**src/verilog/acd_pkg.sv**
```systemverilog
// Constants, codes and carrier types of the axis command decoder
//
// Summary of operation
// - Immediate stop code halts a moving axis
// - Decelerating stop ramps down, else stops immediately
// - Shared stop code pulses shared stop pin
// - Emergency code acts like emergency halt pin
// - No-operation code changes nothing
// - Codes drive general outputs low or high
// - Output commands ignored on non-output pins
// - Soft reset code equals reset pin
// - Clear codes zero command and mechanical counters
// - Deviation clear asserts; release only level type
// - Queue cancel code discards queued operation data
// - Start substitute acts like positioning start pulse
// - Latch substitute acts like counter latch input
// - Register commands copy between buffer and register
// - Read data reaches buffer within four cycles
// - Buffer bytes read in any order, unspaced
// - Wait request holds host off while busy
// - Busy output low while a command runs
package acd_pkg;

  // ---------------------------------------------------------------
  // Host port addresses
  // ---------------------------------------------------------------
  localparam logic [2:0] ADDR_CMD_CODE   = 3'h0; // Command code byte
  localparam logic [2:0] ADDR_AXIS_SEL   = 3'h1; // Axis select byte

  // ---------------------------------------------------------------
  // Command codes
  // ---------------------------------------------------------------
  localparam logic [7:0] CMD_NOP         = 8'h00;
  localparam logic [7:0] CMD_SOFT_RESET  = 8'h04;
  localparam logic [7:0] CMD_EMERGENCY   = 8'h05;
  localparam logic [7:0] CMD_SHARED_STOP = 8'h07;
  localparam logic [7:0] CMD_GPO_LOW     = 8'h10; // 10h..17h: outputs 0..7 low
  localparam logic [7:0] CMD_GPO_HIGH    = 8'h18; // 18h..1Fh: outputs 0..7 high
  localparam logic [7:0] CMD_CNT1_CLEAR  = 8'h20;
  localparam logic [7:0] CMD_CNT2_CLEAR  = 8'h21;
  localparam logic [7:0] CMD_DEV_ASSERT  = 8'h24;
  localparam logic [7:0] CMD_DEV_RELEASE = 8'h25;
  localparam logic [7:0] CMD_QUEUE_CAN   = 8'h26;
  localparam logic [7:0] CMD_START_SUB   = 8'h28;
  localparam logic [7:0] CMD_LATCH_SUB   = 8'h29;
  localparam logic [7:0] CMD_STOP_NOW    = 8'h49;
  localparam logic [7:0] CMD_STOP_DECEL  = 8'h4a;
  localparam logic [1:0] CMD_REG_WRITE   = 2'h2; // Top bits of 80h..BFh
  localparam logic [1:0] CMD_REG_READ    = 2'h3; // Top bits of C0h..FFh

  // ---------------------------------------------------------------
  // Timing counts in reference clock cycles
  // ---------------------------------------------------------------
  localparam logic [3:0] CMD_BUSY_CYCLES  = 4'h4; // After a command write
  localparam logic [3:0] BUF_BUSY_CYCLES  = 4'h2; // After a buffer write
  localparam logic [3:0] SOFT_RESET_CMD_CYCLES      = 4'hc; // Soft reset duration
  localparam logic [3:0] STOP_PULSE_CYCLES = 4'h4; // Shared stop one-shot
  localparam logic [3:0] DEV_PULSE_CYCLES = 4'h4; // Pulse-type deviation clear

  // ---------------------------------------------------------------
  // Carrier types
  // ---------------------------------------------------------------
  typedef struct packed
  {
    logic       cs_n;   // Chip select, active low
    logic       wr_n;   // Write strobe, active low
    logic       rd_n;   // Read strobe, active low
    logic [2:0] addr;   // Byte address
    logic [7:0] wdata;  // Write data
  } acd_host_bus_type;

  typedef struct packed
  {
    logic emergency_n;  // Emergency halt pin
    logic shared_n;     // Shared stop pin, read back
    logic start_n;      // Positioning start pin
    logic latch_n;      // Counter latch pin
  } acd_pin_type;

  typedef struct packed
  {
    logic immediate_stop;
    logic decel_stop;
    logic emergency_halt;
    logic command_counter_clear;
    logic mechanical_counter_clear;
    logic queue_cancel;
    logic positioning_start;
    logic counter_latch;
  } acd_action_type;

  typedef enum logic [3:0]
  {
    ST_IDLE   = 4'b0001,  // Waiting for a host write
    ST_DECODE = 4'b0010,  // Acting on the command code
    ST_FETCH  = 4'b0100,  // Capturing register read data
    ST_HOLD   = 4'b1000   // Waiting out the busy interval
  } acd_state_type;

endpackage

```
**src/verilog/acd_decoder.sv**
```systemverilog
// Command decoder of one pulse-control axis: stop, control, output and transfer
`timescale 1ns/1ps
`default_nettype none

module acd_decoder
#(
  parameter int AXIS_INDEX = 0  // Bit of the axis select byte for this axis
)
(
  input  wire logic                      core_clk,
  input  wire logic                      nrst,
  input  wire acd_pkg::acd_host_bus_type host_bus,
  output logic                    [7:0]  host_rdata,
  output logic                           host_data_oe,
  output logic                           wait_request_out_n,
  output logic                           interface_busy_out_n,
  input  wire acd_pkg::acd_pin_type      pins,
  output logic                           shared_stop_pin_out,
  output logic                           shared_stop_pin_oe,
  input  wire logic                      axis_moving,
  input  wire logic                      at_initial_speed,
  input  wire logic                      shared_stop_enable,
  input  wire logic                      dev_clear_level_type,
  input  wire logic               [7:0]  gpo_is_output,
  output logic                    [7:0]  gpo_level,
  output logic                           deviation_clear_output,
  output acd_pkg::acd_action_type        actions,
  output logic                           core_reset_n,
  output logic                           reg_write,
  output logic                           reg_read,
  output logic                    [7:0]  reg_select,
  output logic                   [31:0]  reg_wdata,
  input  wire logic              [31:0]  reg_rdata
);

  // ---------------------------------------------------------------
  // Declarations
  // ---------------------------------------------------------------
  acd_pkg::acd_host_bus_type host_s;       // Synchronised host bus
  acd_pkg::acd_pin_type      pins_s;       // Synchronised pins
  acd_pkg::acd_pin_type      pins_d;       // Pins one cycle later
  acd_pkg::acd_state_type    state;        // Sequencer state
  acd_pkg::acd_action_type   next_actions; // Pulses for the next cycle
  logic                      wr_n_d;       // Previous write strobe
  logic                      wr_evt;       // Write strobe falling edge
  logic                      accept;       // Write taken this cycle
  logic                      cmd_accept;   // Command byte taken
  logic                      soft_reset_cmd_accept;  // Soft reset command taken
  logic                [7:0] cmd_code;     // Command being processed
  logic                [7:0] axis_sel;     // Axis select byte
  logic               [31:0] iobuf;        // I/O buffer, four bytes
  logic                [3:0] busy_cnt;     // Remaining busy cycles
  logic                [3:0] next_busy_cnt;
  logic                [3:0] soft_reset_cmd_cnt;     // Soft reset in progress
  logic                [3:0] ss_cnt;       // Shared stop pulse cycles
  logic                [3:0] dev_cnt;      // Deviation clear pulse cycles
  logic                      core_rst;     // Pin or soft reset
  logic                      dec;          // Decoding this cycle
  logic                [7:0] gpo_set;      // Per-bit high commands
  logic                [7:0] gpo_clr;      // Per-bit low commands

  assign core_rst = !nrst || (soft_reset_cmd_cnt != 4'h0);
  assign dec      = (state == acd_pkg::ST_DECODE);

  // ---------------------------------------------------------------
  // Input synchronisers
  // ---------------------------------------------------------------
  // Data passes the same two stages as the strobes, so the host must
  // hold it stable around the strobe edge
  acd_sync #(.W($bits(acd_pkg::acd_host_bus_type)), .IDLE(14'h3800)) u_bus_sync
  (
    .core_clk (core_clk),
    .nrst     (nrst),
    .d        (host_bus),
    .q        (host_s)
  );

  acd_sync #(.W($bits(acd_pkg::acd_pin_type)), .IDLE(4'hf)) u_pin_sync
  (
    .core_clk (core_clk),
    .nrst     (nrst),
    .d        (pins),
    .q        (pins_s)
  );

  // Edge history of the synchronised write strobe and pins
  always_ff @(posedge core_clk)
  begin
    if (!nrst)
    begin
      wr_n_d <= 1'b1;
      pins_d <= 4'hf;
    end
    else
    begin
      wr_n_d <= host_s.wr_n;
      pins_d <= pins_s;
    end
  end

  assign wr_evt = !host_s.cs_n && !host_s.wr_n && wr_n_d;
  // Writes inside the busy interval are dropped; a held-off host never makes them
  assign accept      = wr_evt && (busy_cnt == 4'h0) && (state == acd_pkg::ST_IDLE);
  assign cmd_accept  = accept && (host_s.addr == acd_pkg::ADDR_CMD_CODE);
  assign soft_reset_cmd_accept = cmd_accept && axis_sel[AXIS_INDEX]
                       && (host_s.wdata == acd_pkg::CMD_SOFT_RESET);

  // ---------------------------------------------------------------
  // Soft reset timer
  // ---------------------------------------------------------------
  // Only the pin clears it, so the soft reset always runs its full length
  always_ff @(posedge core_clk)
  begin
    if (!nrst)
      soft_reset_cmd_cnt <= 4'h0;
    else if (soft_reset_cmd_accept)
      soft_reset_cmd_cnt <= acd_pkg::SOFT_RESET_CMD_CYCLES;
    else if (soft_reset_cmd_cnt != 4'h0)
      soft_reset_cmd_cnt <= soft_reset_cmd_cnt - 4'h1;
  end

  // ---------------------------------------------------------------
  // Busy interval and host hold-off
  // ---------------------------------------------------------------
  always_comb
  begin
    next_busy_cnt = busy_cnt;
    if (soft_reset_cmd_accept)
      next_busy_cnt = acd_pkg::SOFT_RESET_CMD_CYCLES;
    else if (cmd_accept)
      next_busy_cnt = acd_pkg::CMD_BUSY_CYCLES;
    else if (accept)
      next_busy_cnt = acd_pkg::BUF_BUSY_CYCLES;
    else if (busy_cnt != 4'h0)
      next_busy_cnt = busy_cnt - 4'h1;
  end

  always_ff @(posedge core_clk)
  begin
    if (!nrst)
    begin
      busy_cnt             <= 4'h0;
      interface_busy_out_n <= 1'b1;
      wait_request_out_n   <= 1'b1;
    end
    else
    begin
      busy_cnt             <= next_busy_cnt;
      interface_busy_out_n <= (next_busy_cnt == 4'h0);
      wait_request_out_n   <= !(!host_s.cs_n && next_busy_cnt != 4'h0);
    end
  end

  // ---------------------------------------------------------------
  // Sequencer and host write capture
  // ---------------------------------------------------------------
  always_ff @(posedge core_clk)
  begin
    if (core_rst)
    begin
      state    <= acd_pkg::ST_IDLE;
      cmd_code <= acd_pkg::CMD_NOP;
      axis_sel <= 8'h00;
      iobuf    <= 32'h0000_0000;
    end
    else
    begin
      case (state)
        acd_pkg::ST_IDLE:
        begin
          if (accept && host_s.addr == acd_pkg::ADDR_AXIS_SEL)
            axis_sel <= host_s.wdata;
          else if (accept && host_s.addr[2])
            iobuf[8*host_s.addr[1:0] +: 8] <= host_s.wdata;  // Any byte order
          if (cmd_accept && axis_sel[AXIS_INDEX])
          begin
            cmd_code <= host_s.wdata;
            state    <= acd_pkg::ST_DECODE;
          end
        end
        acd_pkg::ST_DECODE:
        begin
          if (cmd_code[7:6] == acd_pkg::CMD_REG_READ)
            state <= acd_pkg::ST_FETCH;
          else
            state <= acd_pkg::ST_HOLD;
        end
        acd_pkg::ST_FETCH:
        begin
          iobuf <= reg_rdata;
          state <= acd_pkg::ST_HOLD;
        end
        acd_pkg::ST_HOLD:
        begin
          if (busy_cnt <= 4'h1)
            state <= acd_pkg::ST_IDLE;
        end
        default:
          state <= acd_pkg::ST_IDLE;
      endcase
    end
  end

  // ---------------------------------------------------------------
  // Register transfer requests
  // ---------------------------------------------------------------
  // The register side answers a read in the same cycle as reg_read
  always_ff @(posedge core_clk)
  begin
    if (core_rst)
    begin
      reg_write  <= 1'b0;
      reg_read   <= 1'b0;
      reg_select <= 8'h00;
      reg_wdata  <= 32'h0000_0000;
    end
    else
    begin
      reg_write <= dec && (cmd_code[7:6] == acd_pkg::CMD_REG_WRITE);
      reg_read  <= dec && (cmd_code[7:6] == acd_pkg::CMD_REG_READ);
      if (dec)
      begin
        reg_select <= cmd_code;
        reg_wdata  <= iobuf;
      end
    end
  end

  // ---------------------------------------------------------------
  // Buffer read port
  // ---------------------------------------------------------------
  always_ff @(posedge core_clk)
  begin
    if (core_rst)
    begin
      host_rdata   <= 8'h00;
      host_data_oe <= 1'b0;
    end
    else
    begin
      host_data_oe <= !host_s.cs_n && !host_s.rd_n && host_s.addr[2];
      if (host_s.addr[2])
        host_rdata <= iobuf[8*host_s.addr[1:0] +: 8];
      else
        host_rdata <= 8'h00;
    end
  end

  // ---------------------------------------------------------------
  // Action pulses
  // ---------------------------------------------------------------
  // Unlisted codes take the default branch and raise nothing
  always_comb
  begin
    next_actions = '0;
    if (dec)
    begin
      case (cmd_code)
        acd_pkg::CMD_STOP_NOW:
          next_actions.immediate_stop = axis_moving;
        acd_pkg::CMD_STOP_DECEL:
        begin
          next_actions.decel_stop     = axis_moving && !at_initial_speed;
          next_actions.immediate_stop = axis_moving && at_initial_speed;
        end
        acd_pkg::CMD_EMERGENCY:  next_actions.emergency_halt = 1'b1;
        acd_pkg::CMD_CNT1_CLEAR: next_actions.command_counter_clear = 1'b1;
        acd_pkg::CMD_CNT2_CLEAR: next_actions.mechanical_counter_clear = 1'b1;
        acd_pkg::CMD_QUEUE_CAN:  next_actions.queue_cancel = 1'b1;
        acd_pkg::CMD_START_SUB:  next_actions.positioning_start = 1'b1;
        acd_pkg::CMD_LATCH_SUB:  next_actions.counter_latch = 1'b1;
        default:                 next_actions = '0;
      endcase
    end
    // Pin paths share the same outputs as their command substitutes
    if (!pins_s.emergency_n)
      next_actions.emergency_halt = 1'b1;
    if (!pins_s.shared_n && pins_d.shared_n && shared_stop_enable && axis_moving)
      next_actions.immediate_stop = 1'b1;
    if (!pins_s.start_n && pins_d.start_n)
      next_actions.positioning_start = 1'b1;
    if (!pins_s.latch_n && pins_d.latch_n)
      next_actions.counter_latch = 1'b1;
  end

  always_ff @(posedge core_clk)
  begin
    if (core_rst)
      actions <= '0;
    else
      actions <= next_actions;
  end

  // ---------------------------------------------------------------
  // Shared stop one-shot, open drain
  // ---------------------------------------------------------------
  always_ff @(posedge core_clk)
  begin
    if (core_rst)
      ss_cnt <= 4'h0;
    else if (dec && cmd_code == acd_pkg::CMD_SHARED_STOP)
      ss_cnt <= acd_pkg::STOP_PULSE_CYCLES;
    else if (ss_cnt != 4'h0)
      ss_cnt <= ss_cnt - 4'h1;
  end

  always_ff @(posedge core_clk)
  begin
    if (core_rst)
    begin
      shared_stop_pin_out <= 1'b0;
      shared_stop_pin_oe  <= 1'b0;
    end
    else
    begin
      shared_stop_pin_out <= 1'b0;  // Only ever pulls low
      shared_stop_pin_oe  <= (dec && cmd_code == acd_pkg::CMD_SHARED_STOP) || ss_cnt > 4'h1;
    end
  end

  // ---------------------------------------------------------------
  // Deviation clear output
  // ---------------------------------------------------------------
  // Pulse type ends on its own timer; release command is ignored then
  always_ff @(posedge core_clk)
  begin
    if (core_rst)
    begin
      deviation_clear_output <= 1'b0;
      dev_cnt                <= 4'h0;
    end
    else if (dec && cmd_code == acd_pkg::CMD_DEV_ASSERT)
    begin
      deviation_clear_output <= 1'b1;
      dev_cnt                <= acd_pkg::DEV_PULSE_CYCLES;
    end
    else if (dec && cmd_code == acd_pkg::CMD_DEV_RELEASE && dev_clear_level_type)
      deviation_clear_output <= 1'b0;
    else if (!dev_clear_level_type && dev_cnt != 4'h0)
    begin
      dev_cnt <= dev_cnt - 4'h1;
      if (dev_cnt == 4'h1)
        deviation_clear_output <= 1'b0;
    end
  end

  // ---------------------------------------------------------------
  // General-purpose output bits
  // ---------------------------------------------------------------
  always_comb
  begin
    gpo_set = 8'h00;
    gpo_clr = 8'h00;
    if (dec && cmd_code[7:3] == acd_pkg::CMD_GPO_HIGH[7:3])
      gpo_set[cmd_code[2:0]] = 1'b1;
    if (dec && cmd_code[7:3] == acd_pkg::CMD_GPO_LOW[7:3])
      gpo_clr[cmd_code[2:0]] = 1'b1;
  end

  for (genvar i = 0; i < 8; i++)
  begin : g_gpo
    acd_gpo_bit u_bit
    (
      .core_clk  (core_clk),
      .nrst      (!core_rst),
      .set_high  (gpo_set[i]),
      .set_low   (gpo_clr[i]),
      .is_output (gpo_is_output[i]),
      .level     (gpo_level[i])
    );
  end

  always_ff @(posedge core_clk)
  begin
    core_reset_n <= !core_rst;
  end
endmodule // acd_decoder

`default_nettype wire

```
**src/verilog/acd_gpo_bit.sv**
```systemverilog
// One general-purpose output level with bit set and clear
`timescale 1ns/1ps
`default_nettype none

module acd_gpo_bit
(
  input  wire logic core_clk,
  input  wire logic nrst,       // Includes soft reset
  input  wire logic set_high,   // One-cycle set command
  input  wire logic set_low,    // One-cycle clear command
  input  wire logic is_output,  // Pin configured as output
  output logic      level
);

  // ---------------------------------------------------------------
  // Output latch
  // ---------------------------------------------------------------
  // Level is kept when the pin turns to input, so it returns intact
  always_ff @(posedge core_clk)
  begin
    if (!nrst)
      level <= 1'b0;
    else if (is_output && set_high)
      level <= 1'b1;
    else if (is_output && set_low)
      level <= 1'b0;
  end

endmodule // acd_gpo_bit

`default_nettype wire

```
**src/verilog/acd_sync.sv**
```systemverilog
// Two-stage synchroniser for pins from outside the clock domain
`timescale 1ns/1ps
`default_nettype none

module acd_sync
#(
  parameter int           W       = 1,
  parameter logic [W-1:0] IDLE    = '1  // Level the pins rest at
)
(
  input  wire logic         core_clk,
  input  wire logic         nrst,
  input  wire logic [W-1:0] d,
  output logic      [W-1:0] q
);

  // First stage, read only by the second
  logic [W-1:0] meta;

  // ---------------------------------------------------------------
  // Synchroniser stages
  // ---------------------------------------------------------------
  always_ff @(posedge core_clk)
  begin
    if (!nrst)
    begin
      meta <= IDLE;
      q    <= IDLE;
    end
    else
    begin
      meta <= d;
      q    <= meta;
    end
  end

endmodule // acd_sync

`default_nettype wire
```
**config.mk**
```make
export PLATFORM = sky130hd
export DESIGN_NAME = acd_decoder
export DESIGN_NICKNAME = d
export VERILOG_FILES = /design/src/verilog/acd_pkg.sv /design/src/verilog/acd_decoder.sv /design/src/verilog/acd_gpo_bit.sv /design/src/verilog/acd_sync.sv
export SDC_FILE = /design/constraint.sdc
export NUM_CORES = 1
export LEC_CHECK = 0
export ABC_AREA = 1
export BUFFER_PORTS_ARGS = -buffer_cell sky130_fd_sc_hd__buf_2
export CORE_UTILIZATION = 50
export DETAILED_ROUTE_END_ITERATION = 10
export PLACE_DENSITY_LB_ADDON = 0.12
export SLEW_MARGIN = 30
export SYNTH_ARGS = -nofsm -noshare
export SYNTH_HDL_FRONTEND = slang
export SYNTH_SLANG_ARGS = --single-unit
```
**constraint.sdc**
```tcl
create_clock -name core_clk -period 1.7 [get_ports core_clk]
set_input_delay 0.255 -clock core_clk [delete_from_list [all_inputs] [get_ports core_clk]]
set_output_delay 0.255 -clock core_clk [all_outputs]
set_load 0.1 [all_outputs]
```
After elaboration in Yosys (flattened, before gate mapping)
Cells that the tools add are included.
W data, S select, Z words.
- register bits: 173
- output and inout bits: 73
- input port bits: 64
- bitwise gates (word level): 5
- $lt $le $gt $ge: 4
- reductions and logical operators: 93
- add/sub/neg operators: 5
- equal/unequal tests: 27
- multiplexer cells: 56
- shift-type cells: 3
- operator list (operator ; count):
    $mux W32 ; 2
    $pmux W32 S2 ; 1
    $eq A8 B6 Y1 const B ; 7
    $logic_and A1 B1 Y1 ; 45
    $mux W4 ; 9
    $neg A5 Y34 ; 1
    $shift A8 B34 Y32 const A ; 1
    $shiftx A8 B34 Y32 ; 1
    $bwmux W32 ; 1
    $mux W1 ; 32
    $shiftx A32 B6 Y8 ; 1
    $eq A8 B3 Y1 const B ; 3
    $mux W8 ; 3
    $reduce_bool A2 Y1 ; 12
    $reduce_bool A4 Y1 ; 5
    $eq A8 B7 Y1 const B ; 2
    $pmux W4 S4 ; 1
    $sub A4 B1 Y4 const B ; 4
    $mux W3 ; 5
    $reduce_and A2 Y1 ; 6
    $logic_not A1 Y1 ; 11
    $eq A5 B2 Y1 const B ; 2
    $reduce_or A2 Y1 ; 5
    $eq A4 B1 Y1 const B ; 2
    20 further kinds ; 31

Logic depth before layout (Yosys ltp)
- depth in word-level cells: 12
- gate-level depth with buffers: 12

By module
Synthesis repeated with hierarchy kept, for this count alone.
- cell total of the unflattened synthesis: 982
- area total of the unflattened synthesis: 7287.0 µm²
- by module, submodules not included (module ; times used ; cells each ; area an instance (µm²) ; seq. area each (µm²)):
    acd_decoder ; 1 ; 822 ; 5884.4 ; 2582.5
    acd_sync at u_bus_sync ; 1 ; 87 ; 827.0 ; 560.5
    acd_gpo_bit ; 8 ; 6 ; 43.8 ; 20.0
    acd_sync at u_pin_sync ; 1 ; 25 ; 225.2 ; 160.2

Worst setup path before layout
Ideal clock, no wire load.
- kind: register to register
- start point: register u_bus_sync.q[9]
- end point: register iobuf[21]
- slack: -39 ps
- buffers on the path: 2
- data arrival time: 1675 ps
- data required time: 1636 ps
- stages on the path, launching flop included: 12
- cell sequence: dfxtp_1 clkbuf_1 inv_1 ha_1 inv_1 buf_2 nand2_1 o21ai_0 o21ai_0 nand2_1 nand2_1 nor2_1
- longest elaborated chain between the ends: 6
- elaborated cells between the ends (all ways): 11
- RTL lines (element ; line ; RTL):
    start: declaration ; acd_sync.sv:14 ; output logic [W-1:0] q
    start signal: assignment ; acd_sync.sv:33 ; q <= meta;
    $neg A5 Y34 ; acd_decoder.sv:174 ; iobuf[8*host_s.addr[1:0] +: 8] <= host_s.wdata;
    $shiftx A8 B34 Y32 or $shift A8 B34 Y32 (tied branches) ; acd_decoder.sv:174 ;
    $bwmux W32 ; acd_decoder.sv:174 ;
    $mux W32 ; acd_decoder.sv:173 ; else if (accept && host_s.addr[2])
    $mux W32 ; acd_decoder.sv:171 ; if (accept && host_s.addr == acd_pkg::ADDR_AXIS_SEL)
    $pmux W32 S2 ; acd_decoder.sv:168 ; case (state)
    end signal: indexed assignment ; acd_decoder.sv:174 ;
    end signal: assignment ; acd_decoder.sv:190 ; iobuf <= reg_rdata;
    end: declaration ; acd_decoder.sv:51 ; logic [31:0] iobuf;
Parallel ways exist; a longest one is shown, timed or not. The select of a mux whose other input is x is not followed.
A chain may end at the register's enable or synchronous reset.

Final worst setup path
- start point: register busy_cnt[0]
- end point: register iobuf[3]
- longest elaborated chain between the ends: 6
- elaborated cells between the ends (all ways): 8
- RTL lines (element ; line ; RTL):
    start: declaration ; acd_decoder.sv:52 ; logic [3:0] busy_cnt;
    start signal: assignment ; acd_decoder.sv:148 ; busy_cnt <= next_busy_cnt;
    $logic_not A4 Y1 (*) ; acd_decoder.sv:103 ; assign accept = wr_evt && (busy_cnt == 4'h0) && (state == acd_pkg::ST_IDLE);
    $logic_and A1 B1 Y1 (*) (2 in series) ; acd_decoder.sv:103 ;
    $logic_and A1 B1 Y1, on equally long branches ; acd_decoder.sv:173, acd_decoder.sv:171 ;
    $ne A2 B1 Y1 (no source line) or $ne A2 B2 Y1 (tied branches) ; -- ;
    $reduce_and A3 Y1 (no source line) (*) ; -- ;
Mark *: on every way between the ends. The rest lies on a longest branch, timed or not.

==> results by group <==
Yosys
  • Synth Register Bits: 173
  • Area of the mapped netlist: 7200 sq um
  • EDFF count, synth: 0
  • Syn_area_per_cell: 7.54 sq um
  • Synth warn: 0
  • Largest area contributor in the netlist: dfxtp_1
  • Ys flop type: dfxtp_1
  • Post-Synthesis Cells: 955
  • Syn nets: 1031
  • Unique cell type count in the Yosys netlist: 40
  • Ys async rst share: 0%
  • Register area share after synthesis: 48.1%
  • Top cells by area, synth: dfxtp_1 (48%), nand2_1 (8.0%), nor2_1 (7.1%)
  • Synth top area share: 48.1%

Timing
  • Max Slew Vio Count: 0
  • Crit path time final: 1.60 ns
  • Final setup fails: 0
  • RSZ-0062 raised after global routing: true
  • Final Hold Viols: 0
  • Highest clock rate: 0.625 GHz
  • Final Cycle Share: 94.1%
  • Slew @ Worst Pin: 0.515 ns
  • TNS Setup: 0 ns
  • Clock Skews: 0.00862 ns
  • Final WS setup: 0.101 ns
  • Worst slew margin relative to its limit: 65.9%

Detailed routing
  • Iter 0 DRT Violations: 533
  • Drc violations: 0
  • DR pass1 iterations: 6
  • Antenna Nets Post-Route: 0
  • Drt wl/cell: 13.5 um
  • Total number of vias: 6433
  • Drt total wl: 17300 um
  • Vias/cell: 5.01

Pwr
  • Maximum vdd drop: 0.000960 V
  • Pwr Density: 1200 nW/um^2
  • Leakage: 4.08 nW
  • Total power: 10.5 mW

Setup path
  • Buf/Inv on CP: 2
  • R2r endpoint: iobuf[3]
  • Critical-path top delay cell: dfxtp_1
  • FF-to-FF setup slack: 0.10 ns
  • R2R Path Start: busy_cnt[0]
  • Worst Setup Start Kind: flip-flop
  • Worst-path cell chain: inv_1 > ha_2 > nand2_4 > nor2_8 > nand3_4 > o21ai_4 > buf_12 > nand2_1 > nand2_1 > nor2_2
  • Cell mode on critical path: nand2_1
  • FF-to-FF path depth: 10
  • CP delay by family, top: simple AND/OR/NAND/NOR gates
  • Crit path max fanout: 16
  • Worst setup EP type: flip-flop
  • CP Class: reg2reg
  • Req. time, crit path: 2.02 ns
  • Slowest stage delay, CP: 0.34 ns
  • Crit path DAT: 1.92 ns

Floorplan
  • Die Y: 122 um
  • Full die area: 14900 sq um
  • Top Ports: 137
  • Width of the die: 122 um
  • Core Footprint: 13900 sq um
  • Starting Density: 51.6%
  • Num rows: 43

Worst hold path
  • WHS Path Cells: 3
  • Hold Crit Class: in2reg
  • Hold EP: u_bus_sync.meta[10]
  • Hold_sp: host_bus[10]

Finish
  • Final Cell Area: 8800 sq um
  • ANT cells: 0
  • Final Net Count: 1168
  • Fillcell total: 1283
  • Layout cells sized above 1: 22.6%
  • Area delta synth->final: 22.2%

Global route
  • Largest net degree at the start of global routing: 52
  • Initial antenna violation count: 0
  • Total GRT Usage: 23.8%
  • First-pass GRT wire length: 27300 um
  • Vias in the first global route: 5623
  • GRT Residual Overflow: 0

Clock tree
  • CTS Root Buffer Type: clkbuf_16
  • Clock insertion delay at the later pin of the skew report: 0.42 ns
  • Clock H-tree levels: 4
  • Clock buffer depth: 2
  • CTS Buf Count: 17
  • Clk slew on worst S/H paths: 0.06 ns
  • CTS tree: built
  • Num Clock Sinks: 173

Run
  • Number of max-cap violations: 0

Placement
  • Detailed Place HPWL: 12300 um
  • Placed inst area: 8070 sq um
  • Worst slack, placed: 0.0301 ns
  • Final Wtd Congestion: 0.857
  • Port buffer count: 135

Status
  • Status: finished clean
==> metal layers <==
layer / vias to the layer above / track usage (%) / part of all wire (%)
li1: 3321 / - / -
met1: 2919 / 32.6 / 46
met2: 174 / 37.8 / 47
met3: 19 / 4.92 / 5.6
met4: 0 / 6.87 / 1.1
met5: - / 0 / 0
==> power breakdown <==
part           internal [mW]  total [mW]  switching, mW
Clock                   2.40        3.96           1.56
Sequential              4.23        4.34          0.108
Combinational          0.802        2.25           1.44
==> what timing repair did <==
item                                    in CTS  in global routing
endpoints found under the hold margin        2                  0
hold buffers                                 2                  0
setup buffers                                0                  2
endpoints found under the setup margin       0                 59
gates resized for setup                      0                 17
==> metrics by stage <==
stage	hold WS [ns]	util, %	std cells
final	0.0102	63.1	1285
after global routing	0.00230	63.1	1285
after CTS	0.000336	62.5	1282
after detailed placement	0.396	57.9	1248
after global placement	0.393	57.9	1248
after floorplan	0.332	-	955
==> synth_stat cells, drive strengths merged (3+ instances only) <==
cell type    n
a21oi       72
inv        119
o21ai       95
clkbuf      22
nor4         3
nand4       10
nor2       142
nand3       43
ha          12
dfxtp      173
nor3        12
buf         32
nand2      163
or2         18
o22ai       17
o211ai       8
==> worst max-delay path by stage <==
stage	cells past startpoint	startpoint	slack (ns)	endpoint
2_1_floorplan	10	u_bus_sync.q[9]	0.03	interface_busy_out_n
3_3_place_gp	9	busy_cnt[0]	0.08	iobuf[3]
3_5_place_dp	9	busy_cnt[0]	0.03	iobuf[3]
4_1_cts	9	busy_cnt[0]	0.01	iobuf[3]
5_1_grt	7	soft_reset_cmd_cnt[0]	-0.03	g_gpo[6].u_bit.level
6_report	10	busy_cnt[0]	0.10	iobuf[3]
==> registers in the layout, indices dropped and copies added, names as in the netlist, 3 cells and up <==
| register | count |
|---|---|
| soft_reset_cmd_cnt | 4 |
| cmd_code | 8 |
| u_bus_sync.q | 14 |
| reg_wdata | 32 |
| reg_select | 8 |
| busy_cnt | 4 |
| u_bus_sync.meta | 14 |
| g_gpo.u_bit.level | 8 |
| pins_d | 3 |
| actions | 8 |
| dev_cnt | 4 |
| u_pin_sync.meta | 4 |
| u_pin_sync.q | 4 |
| ss_cnt | 4 |
| iobuf | 32 |
| host_rdata | 8 |
| state | 4 |
==> worst min-delay path, stage by stage <==
cell,delay [ns]
buf_2,0.07
nand2_1,0.04
inv_1,0.04
==> logic make-up (layout without fill, tap and decap cells) <==
kind of cell / count (synthesis) / in the layout / synth area share [%]
xor+xnor: 2 / 2 / 0.243
other cells: 1 / 1 / 0.0521
flops: 173 / 173 / 48.1
fa+ha+maj: 12 / 12 / 2.09
compound gates: 196 / 196 / 14.5
simple gates: 395 / 395 / 24.4
mux: 1 / 1 / 0.139
buf+inv: 175 / 325 / 10.4
==> cell usage in the layout (no fill, tap or decap), drive strengths merged, types with 12 or more instances in the layout <==
cell    netlist  layout
dfxtp       173     173
buf          32     169
nand2       163     163
nor2        142     142
inv         119     122
o21ai        95      95
a21oi        72      72
nand3        43      43
clkbuf       22      24
or2          18      18
o22ai        17      17
nor3         12      12
ha           12      12
==> layout make-up <==
class                      instances  area (sq um)  area share [%]
sequential                       173          3460            39.4
multi-input combinational        607          3020            34.4
timing repair buffer             172          1010            11.5
clock buffer                      23           508            5.77
inverter                         121           459            5.22
tap                              180           225            2.56
clock inverter                     9           105            1.19
Note: power is estimated with default switching activity, not from simulation.
